==> src/common/tws_regs.vh <==
// register map, field positions and reset values of the three-wire serial port
`ifndef TWS_REGS_VH
`define TWS_REGS_VH

// register indexes as printed; byte address is four times the index
`define TWS_IDX_SHIFT 16'hff1a
`define TWS_IDX_MODE 16'hffb0
`define TWS_IDX_STATUS 16'hffb1
`define TWS_IDX_MASK 16'hffb2
`define TWS_ADDR_W 18

// mode register fields
`define TWS_MODE_EN_BIT 7
`define TWS_MODE_RXONLY_BIT 2
`define TWS_MODE_CLKSEL_HI 1
`define TWS_MODE_CLKSEL_LO 0
`define TWS_MODE_WMASK 8'h87

// clock select codes
`define TWS_CLKSEL_EXT 2'h0
`define TWS_CLKSEL_DIV_A 2'h1
`define TWS_CLKSEL_DIV_B 2'h2
`define TWS_CLKSEL_DIV_C 2'h3

// divider exponents: system clock divided by two to these powers
`define TWS_DIV_EXP_A 3
`define TWS_DIV_EXP_B 4
`define TWS_DIV_EXP_C 6

// status and mask field
`define TWS_STAT_DONE_BIT 0

// reset values
`define TWS_RST_MODE 8'h00
`define TWS_RST_SHIFT 8'h00
`define TWS_RST_STATUS 1'b0
`define TWS_RST_MASK 1'b0

// bits per transfer
`define TWS_BITS 4'h8
`define TWS_PRDATA_ZERO 32'h0000_0000

`endif

==> src/rtl/tws_serial.v <==
// three-wire msb-first serial port with apb register access and completion interrupt
`timescale 1ns/1ps
`include "tws_regs.vh"

module tws_serial #(
  parameter DIV_EXP_A = `TWS_DIV_EXP_A,
  parameter DIV_EXP_B = `TWS_DIV_EXP_B,
  parameter DIV_EXP_C = `TWS_DIV_EXP_C
) (
  input wire pclk, // system clock
  input wire presetn, // async reset, active low
  input wire psel, // apb select
  input wire penable, // apb access phase
  input wire pwrite, // apb direction
  input wire [`TWS_ADDR_W-1:0] paddr, // apb byte address
  input wire [31:0] pwdata, // apb write data
  output wire [31:0] prdata, // apb read data
  output wire pready, // apb ready
  output wire pslverr, // apb error on unmapped address
  input wire serial_clock_pin_in, // clock pin level
  output wire serial_clock_pin_out, // clock pin drive value
  output wire serial_clock_pin_oe_n, // clock pin enable, low drives
  output wire serial_out_pin, // serial data out
  output wire serial_out_pin_oe_n, // data out enable, low drives
  input wire serial_in_pin, // serial data in
  output wire serial_in_active, // high while input pin is used by the port
  output wire irq // level interrupt
);

  localparam [15:0] HALF_A = 16'h0001 << (DIV_EXP_A - 1);
  localparam [15:0] HALF_B = 16'h0001 << (DIV_EXP_B - 1);
  localparam [15:0] HALF_C = 16'h0001 << (DIV_EXP_C - 1);
  localparam [`TWS_ADDR_W-1:0] A_SHIFT = {`TWS_IDX_SHIFT, 2'b00};
  localparam [`TWS_ADDR_W-1:0] A_MODE = {`TWS_IDX_MODE, 2'b00};
  localparam [`TWS_ADDR_W-1:0] A_STATUS = {`TWS_IDX_STATUS, 2'b00};
  localparam [`TWS_ADDR_W-1:0] A_MASK = {`TWS_IDX_MASK, 2'b00};

  reg [7:0] mode_q;
  reg [7:0] shift_q;
  reg [7:0] shift_d;
  reg done_q;
  reg mask_q;
  reg irq_q;
  reg busy_q;
  reg [3:0] count_q;
  reg [15:0] div_q;
  reg sck_q;
  reg so_q;
  reg [31:0] prdata_q;
  reg pready_q;
  reg pslverr_q;
  reg sck_s1_q;
  reg sck_s2_q;
  reg sck_s3_q;
  reg sck_lvl_q;
  reg si_s1_q;
  reg si_s2_q;
  reg si_s3_q;
  reg si_lvl_q;
  reg sck_oe_n_q;
  reg so_oe_n_q;
  reg si_act_q;

  wire enable = mode_q[`TWS_MODE_EN_BIT];
  wire rx_only = mode_q[`TWS_MODE_RXONLY_BIT];
  wire [1:0] clk_sel = mode_q[`TWS_MODE_CLKSEL_HI:`TWS_MODE_CLKSEL_LO];
  wire master = (clk_sel != `TWS_CLKSEL_EXT);

  // apb decode
  wire setup = psel & ~penable;
  wire access = psel & penable & pready_q;
  wire wr_acc = access & pwrite;
  wire rd_acc = access & ~pwrite;
  wire hit_shift = (paddr == A_SHIFT);
  wire hit_mode = (paddr == A_MODE);
  wire hit_status = (paddr == A_STATUS);
  wire hit_mask = (paddr == A_MASK);
  wire mapped = hit_shift | hit_mode | hit_status | hit_mask;

  // filtered external clock and input: a change counts when stages two and three agree
  wire sck_agree = (sck_s2_q == sck_s3_q);
  wire ext_fall = sck_agree & sck_lvl_q & ~sck_s3_q;
  wire ext_rise = sck_agree & ~sck_lvl_q & sck_s3_q;
  wire si_now = (si_s2_q == si_s3_q) ? si_s3_q : si_lvl_q;

  // master clock tick at the end of each half period
  wire int_tick = busy_q & master & (div_q == 16'h0000);
  wire fall_ev = master ? (int_tick & sck_q) : (busy_q & ext_fall);
  wire rise_ev = master ? (int_tick & ~sck_q) : (busy_q & ext_rise);
  wire last_rise = rise_ev & (count_q == `TWS_BITS - 4'h1);

  // start conditions: enabled, idle, clock at rest high
  wire clk_rest = master ? sck_q : sck_lvl_q;
  wire trig_wr = wr_acc & hit_shift & ~rx_only;
  wire trig_rd = rd_acc & hit_shift & rx_only;
  wire start = enable & ~busy_q & clk_rest & (trig_wr | trig_rd);

  // reload value for the half period divider
  reg [15:0] half_sel;
  always @*
  begin
    case (clk_sel)
      `TWS_CLKSEL_DIV_A: half_sel = HALF_A;
      `TWS_CLKSEL_DIV_B: half_sel = HALF_B;
      `TWS_CLKSEL_DIV_C: half_sel = HALF_C;
      default: half_sel = 16'h0001;
    endcase
  end

  // synchronisers for pin inputs
  always @(posedge pclk or negedge presetn)
  begin
    if (!presetn)
    begin
      sck_s1_q <= 1'b1;
      sck_s2_q <= 1'b1;
      sck_s3_q <= 1'b1;
      sck_lvl_q <= 1'b1;
      si_s1_q <= 1'b0;
      si_s2_q <= 1'b0;
      si_s3_q <= 1'b0;
      si_lvl_q <= 1'b0;
    end
    else
    begin
      sck_s1_q <= serial_clock_pin_in;
      sck_s2_q <= sck_s1_q;
      sck_s3_q <= sck_s2_q;
      if (sck_agree)
        sck_lvl_q <= sck_s3_q;
      si_s1_q <= serial_in_pin;
      si_s2_q <= si_s1_q;
      si_s3_q <= si_s2_q;
      si_lvl_q <= si_now;
    end
  end

  // mode, mask and done flag registers
  always @(posedge pclk or negedge presetn)
  begin
    if (!presetn)
    begin
      mode_q <= `TWS_RST_MODE;
      mask_q <= `TWS_RST_MASK;
      done_q <= `TWS_RST_STATUS;
      irq_q <= 1'b0;
    end
    else
    begin
      if (wr_acc & hit_mode)
        mode_q <= pwdata[7:0] & `TWS_MODE_WMASK;
      if (wr_acc & hit_mask)
        mask_q <= pwdata[`TWS_STAT_DONE_BIT];
      // completion sets the flag; a set in the clearing cycle wins
      if (last_rise)
        done_q <= 1'b1;
      else if (wr_acc & hit_status & pwdata[`TWS_STAT_DONE_BIT])
        done_q <= 1'b0;
      irq_q <= (done_q | last_rise) & mask_q;
    end
  end

  // next shift register value: shift out on fall, sample in on rise
  always @*
  begin
    shift_d = shift_q;
    if (wr_acc & hit_shift & ~busy_q & ~rx_only)
      shift_d = pwdata[7:0];
    else if (busy_q & enable & fall_ev)
      shift_d = {shift_q[6:0], shift_q[0]};
    else if (busy_q & enable & rise_ev)
      shift_d = {shift_q[7:1], si_now};
  end

  // transfer sequencer: bit counter, divider, internal clock, output latch
  always @(posedge pclk or negedge presetn)
  begin
    if (!presetn)
    begin
      shift_q <= `TWS_RST_SHIFT;
      busy_q <= 1'b0;
      count_q <= 4'h0;
      div_q <= 16'h0000;
      sck_q <= 1'b1;
      so_q <= 1'b0;
    end
    else if (!enable)
    begin
      // stopped port: no shifting, counter cleared
      busy_q <= 1'b0;
      count_q <= 4'h0;
      div_q <= 16'h0000;
      sck_q <= 1'b1;
      so_q <= 1'b0;
      if (wr_acc & hit_shift)
        shift_q <= pwdata[7:0];
    end
    else
    begin
      shift_q <= shift_d;
      if (start)
      begin
        busy_q <= 1'b1;
        count_q <= 4'h0;
        div_q <= 16'h0000; // first falling edge on next cycle
      end
      else if (busy_q)
      begin
        if (master)
        begin
          if (int_tick)
          begin
            sck_q <= ~sck_q;
            div_q <= half_sel - 16'h0001;
          end
          else
            div_q <= div_q - 16'h0001;
        end
        if (rise_ev)
          count_q <= count_q + 4'h1;
        if (last_rise)
          busy_q <= 1'b0;
      end
      else
        sck_q <= 1'b1;
      // output latch: msb presented on falling edge, low in receive-only
      if (rx_only)
        so_q <= 1'b0;
      else if (busy_q & fall_ev)
        so_q <= shift_q[7];
    end
  end

  // pin enables: released when stopped, per mode when enabled
  always @(posedge pclk or negedge presetn)
  begin
    if (!presetn)
    begin
      sck_oe_n_q <= 1'b1;
      so_oe_n_q <= 1'b1;
      si_act_q <= 1'b0;
    end
    else
    begin
      sck_oe_n_q <= ~(enable & master);
      so_oe_n_q <= ~(enable & ~rx_only);
      si_act_q <= enable;
    end
  end

  // apb answer registered in setup phase, completes in first access cycle
  always @(posedge pclk or negedge presetn)
  begin
    if (!presetn)
    begin
      prdata_q <= `TWS_PRDATA_ZERO;
      pready_q <= 1'b0;
      pslverr_q <= 1'b0;
    end
    else
    begin
      pready_q <= setup;
      pslverr_q <= setup & ~mapped;
      if (setup & ~pwrite)
      begin
        prdata_q <= `TWS_PRDATA_ZERO;
        if (hit_shift)
          prdata_q[7:0] <= shift_q;
        else if (hit_mode)
          prdata_q[7:0] <= mode_q;
        else if (hit_status)
          prdata_q[`TWS_STAT_DONE_BIT] <= done_q;
        else if (hit_mask)
          prdata_q[`TWS_STAT_DONE_BIT] <= mask_q;
      end
    end
  end

  assign prdata = prdata_q;
  assign pready = pready_q;
  assign pslverr = pslverr_q;
  assign serial_clock_pin_out = sck_q;
  assign serial_clock_pin_oe_n = sck_oe_n_q;
  assign serial_out_pin = so_q;
  assign serial_out_pin_oe_n = so_oe_n_q;
  assign serial_in_active = si_act_q;
  assign irq = irq_q;

endmodule

==> config.mk <==
export PLATFORM = sky130hd
export DESIGN_NAME = tws_serial
export DESIGN_NICKNAME = d
export VERILOG_FILES = /design/src/rtl/tws_serial.v
export VERILOG_INCLUDE_DIRS = /design/src /design/src/common
export SDC_FILE = /design/constraint.sdc
export NUM_CORES = 1
export LEC_CHECK = 0
export BUFFER_PORTS_ARGS = -buffer_cell sky130_fd_sc_hd__buf_4
export CAP_MARGIN = 5
export CORE_MARGIN = 10
export CORE_UTILIZATION = 50
export CTS_CLUSTER_SIZE = 30
export DETAILED_ROUTE_END_ITERATION = 10
export GPL_TIMING_DRIVEN = 0
export PLACE_DENSITY = 0.83
export SLEW_MARGIN = 25
export SYNTH_ARGS = -nofsm -noshare
export SYNTH_HDL_FRONTEND = slang
export SYNTH_SLANG_ARGS = --single-unit
==> constraint.sdc <==
create_clock -name pclk -period 6.3 [get_ports pclk]
set_input_delay 0.63 -clock pclk [delete_from_list [all_inputs] [get_ports pclk]]
set_output_delay 0.63 -clock pclk [all_outputs]
set_load 0.02 [all_outputs]
### Word-level counts from Yosys, hierarchy flattened

Index checks and enable logic that the tools add are counted.

* word-level logic and storage cells: 148
* register bits: 59
* output and inout port bits: 40

* mux-type cells: 38
* reduce and logical (&&, ||, !) cells: 9
* $add $sub $neg: 3
* eq/ne operators: 20
* bitwise gates (word level): 53

Operator list (number)
* two-way mux 16 bit: 5
* equality test 18 bit (second input constant): 4
* two-way mux 8 bit: 5
* bitwise AND 1 bit: 38
* two-way mux 1 bit: 22
* one-hot mux 6 bit (3 select lines): 1
* logical NOT 16 bit: 1
* two-way mux 4 bit: 4
* subtractor 16 x 1 -> 16 bit (second input constant): 1
* != test 3 x 1 -> 1 bit (second input constant): 5
* inverter 1 bit: 10
* != test 3 x 2 -> 1 bit (second input constant): 3
* two-way mux 7 bit: 1
* subtractor 6 x 1 -> 7 bit (second input constant): 1
* AND reduction 2 bit: 3
* AND reduction 3 bit: 2
* nonzero test 2 bit: 3
* bitwise OR 1 bit: 5
* adder 4 x 1 -> 4 bit (second input constant): 1
* equality test 2 bit (second input constant): 2
* equality test 4 x 3 -> 1 bit (second input constant): 1
* != test 3 bit (second input constant): 1
* equality test 1 bit: 2
* equality test 2 x 1 -> 1 bit (second input constant): 1
* != test 2 bit (second input constant): 1

### Logic depth before layout (Yosys ltp)

* depth in word-level cells: 10
* mapped depth: 8
* depth with buffers taken out: 7

### Worst setup path after synthesis

OpenSTA, ideal clock, no wires.

* path kind: input -> register
* start point: in paddr[1]
* end point: reg shift_q[1]
* library setup time: 125 ps
* data required time: 6175 ps
* buffers on the path: 0
* data arrival time: 2214 ps
* stages on the path: 5
* slack: 3962 ps
* cells stage by stage: nor4b_1 > and4b_1 > o2111ai_1 > mux2_2 > mux2_2

* word-level cells in the longest chain between the ends: 6
* elaborated cells between the ends (all ways): 9

Ends and longest elaborated chain
* start, declared: line tws_serial.v:15 `` input wire [`TWS_ADDR_W-1:0] paddr, ``
* equality test 18 bit *: line tws_serial.v:74 `wire hit_shift = (paddr == A_SHIFT);`
* bitwise AND 1 bit *: line tws_serial.v:167, tws_serial.v:195
* bitwise AND 1 bit (2 in a row): line tws_serial.v:167 `if (wr_acc & hit_shift & ~busy_q & ~rx_only)`
* != test 3 x 1 -> 1 bit (no source line) or two-way mux 8 bit (tied branches)
* AND reduction 2 bit (no source line) or two-way mux 8 bit (tied branches)
* end signal, assigned: line tws_serial.v:180 `` shift_q <= `TWS_RST_SHIFT; ``
* end signal, assigned: line tws_serial.v:196 `shift_q <= pwdata[7:0];`
* end signal, assigned: line tws_serial.v:200 `shift_q <= shift_d;`
* end, declared: line tws_serial.v:39 `reg [7:0] shift_q;`

Mark *: on every way between the ends. The rest lies on a longest branch, timed or not.
A chain may end at the register's enable or synchronous reset.

### Worst setup path after layout

* start point: reg div_q[0]
* end point: reg shift_q[0]

* word-level cells in the longest chain between the ends: 7
* elaborated cells between the ends (all ways): 11

Ends and longest elaborated chain
* start, declared: line tws_serial.v:46 `reg [15:0] div_q;`
* start signal, assigned: line tws_serial.v:214 `div_q <= half_sel - 16'h0001;`
* start signal, assigned: line tws_serial.v:217 `div_q <= div_q - 16'h0001;`
* logical NOT 16 bit *: line tws_serial.v:87 `wire int_tick = busy_q & master & (div_q == 16'h0000);`
* bitwise AND 1 bit *: line tws_serial.v:87
* bitwise AND 1 bit (on tied branches): line tws_serial.v:89, tws_serial.v:88
* two-way mux 1 bit (on tied branches): line tws_serial.v:89, tws_serial.v:88
* bitwise AND 1 bit (on tied branches): line tws_serial.v:171, tws_serial.v:169
* != test 3 x 1 -> 1 bit (no source line) or != test 3 bit (tied branches)
* AND reduction 3 bit (no source line) *

Marked as above.

==> qor.csv <==
metric,value,unit
grt_max_degree,60,
num_vias,2436,
track_usage,14.54,%
clock_path_buffers,2,
die_w,98.81,µm
ios,97,
min_path_type,primary input to async pin,
clk_latency,0.34,ns
cts_max_level,3,
status,completed,
cts_root_buffer,clkbuf_8,
hold_viol_final,0,
crit_path_start_kind,register,
cts_buffers,9,
timing.final.crit_share,40.62,%
whs,0.3494,ns
overflow,0,
start_util,51.84,%
worstSetupPathType,register to register,
netlist_instances,300,
dpl.hpwl,5311,µm
syn_area,3105,µm²
end_kind,register,
async_reset_ff_share,100.0,%
max_cap_violations,0,
max_freq,0.3908,GHz
synth-warning-count,0,
power.density,197.3,nW/µm²
avgViaCountPerCell,5.273,
ys_ff_latch,59,
finalPower,750.8,µW
drt_first_pass_iters,4,
drt_iter0_drc,171,
max-slew-margin-rel,47.52,%
clk_pin_slew,0.06,ns
register_area,1485,µm²
synth-edff-count,0,
netlist-cell-type-count,57,
reg2reg_to,shift_q[0],
multi_input_area,1435,µm²
die-area,9763,µm²
cp.arrival,2.78,ns
tns,0,ns
gp_congestion,0.8342,
rows,28,
drive_above_1_share,34.37,%
core_area,5991,µm²
antenna_found_initial,0,
rsz0062_at_grt,no,
die_h,98.81,µm
worstPathRequired,6.52,ns
postRouteAntennaNets,0,
crit_fanout,8,
fin_skew,0.01152,ns
first_global_vias,2456,
cts_hold_buf,0,
r2r-start,div_q[0],
io_buffers,48,
post_cts_resized,0,
seq_area_frac_synth,47.82,%
n_fill_cell,484,
worst_pin_slew,0.7863,ns
synth.avg_cell_area,10.35,µm²
drc,0,
reg2reg_depth,7,
cts_tree,yes,
slew_violations,0,
p_leak,1.773,nW
reg2reg_slack,3.74,ns
areaGrowthSynthToFinish,22.56,%
ir_worst_vdd,0.1159,mV
avgRoutedWirePerCell,14.96,µm
ys.flop_type,dfrtp_1,
fin_crit,2.559,ns
cts.sinks,59,
setup_viol,0,
fin_util,63.53,%
routed_wl,6911,µm
antenna_cells,0,
fin_nets,442,
post_cts_buffers,0,
grt_pass1_wl,11580,µm
==> through the flow <==
step	instance area [µm²]	setup WS [ns]	std cells
floorplan	3192	3.962	323
global placement	3646	3.578	446
detailed placement	3646	3.503	446
CTS	3806	3.782	462
global route	3806	3.629	462
finish	3806	3.741	462
==> state kept, by name, indices dropped and copies added, names as in the netlist, 4 cells and up <==
signal   cells
prdata       8
shift_q      8
count_q      4
div_q       16
mode_q       4
==> report_power, final <==
part | internal (mW) | switching, mW | leakage (nW) | total [mW]
clock network | 0.139 | 0.141 | 0.0856 | 0.280
logic | 0.0349 | 0.0424 | 0.912 | 0.0773
registers | 0.389 | 0.00533 | 0.776 | 0.394
==> critical path, stage by stage (launching register included) <==
cell     delay (ns)
dfrtp_1        0.41
inv_1          0.12
ha_1           0.16
nor3b_1        0.35
nand4_1        0.40
o31a_4         0.45
o21ai_0        0.20
mux2_2         0.35
==> routing by layer <==
layer	global-route usage, %	part of all wire, %	wire [µm]
met5	0	0	0
met4	6.174	1.9	133
met3	6.215	8.9	618
met2	22.44	46	3187
met1	17.32	43	2972
==> cell usage after synthesis, drive strengths merged (3+ instances only) <==
library cell	number	area, µm²
dfstp	7	183.9
nor4	7	43.79
nand3	8	40.04
nand2b	5	38.78
a22oi	3	22.52
nor3	10	50.05
a21oi	14	73.82
mux2	22	247.7
nand2	10	37.54
a211oi	4	30.03
ha	3	37.54
xnor2	8	70.07
nor2	28	105.1
dfrtp	52	1301
nand4	6	37.54
o21a	4	30.03
buf	29	211.5
inv	12	45.04
clkbuf	4	15.01
o21ai	16	80.08
or2	3	18.77
or3	5	31.28
==> layout by cell type (no fill, tap or decap), drive strengths merged, types with 3 or more instances in the layout <==
cell type / instances
o21ai: 16
ha: 3
nand4: 6
xnor2: 8
or2: 3
a22oi: 3
inv: 12
nor2: 28
a21oi: 14
or3: 5
buf: 77
mux2: 22
clkinv: 5
nor4: 7
o21a: 4
nand2: 10
a211oi: 4
nor3: 10
conb: 24
clkbuf: 14
nand3: 8
nand2b: 5
dfrtp: 52
dfstp: 7
==> worst max path at each step <==
stage,startpoint,to,cells past startpoint
floorplan,paddr[1],shift_q[1],5
global placement,paddr[1],shift_q[3],6
detailed placement,paddr[1],shift_q[2],6
CTS,div_q[0],busy_q,7
global route,div_q[0],busy_q,7
finish,div_q[0],shift_q[0],7
==> cells by family (layout without fill, tap and decap cells) <==
kind of cell,after synthesis,after routing,synth area share [%]
AOI/OAI and AO/OA,56,56,12.13
xor gates and xnor gates,10,10,2.820
adders and majority gates,4,4,1.531
buffers and inverters,45,109,8.743
DFF,59,59,47.82
muxes,24,24,8.622
other,1,24,0.1208
and+or+nand+nor,101,101,18.21
==> area by class of cell <==
| class | instances | area share, % |
|---|---|---|
| repair buffers | 48 | 9.467 |
| clock inverters | 6 | 0.8547 |
| plain buffers | 33 | 5.950 |
| well taps | 75 | 2.465 |
| flip-flops and latches | 59 | 39.02 |
| clock buffers | 10 | 3.353 |
| inverters | 12 | 1.183 |
| multi-input cells | 219 | 37.71 |
No activity file was read; power rests on OpenSTA's default activity.
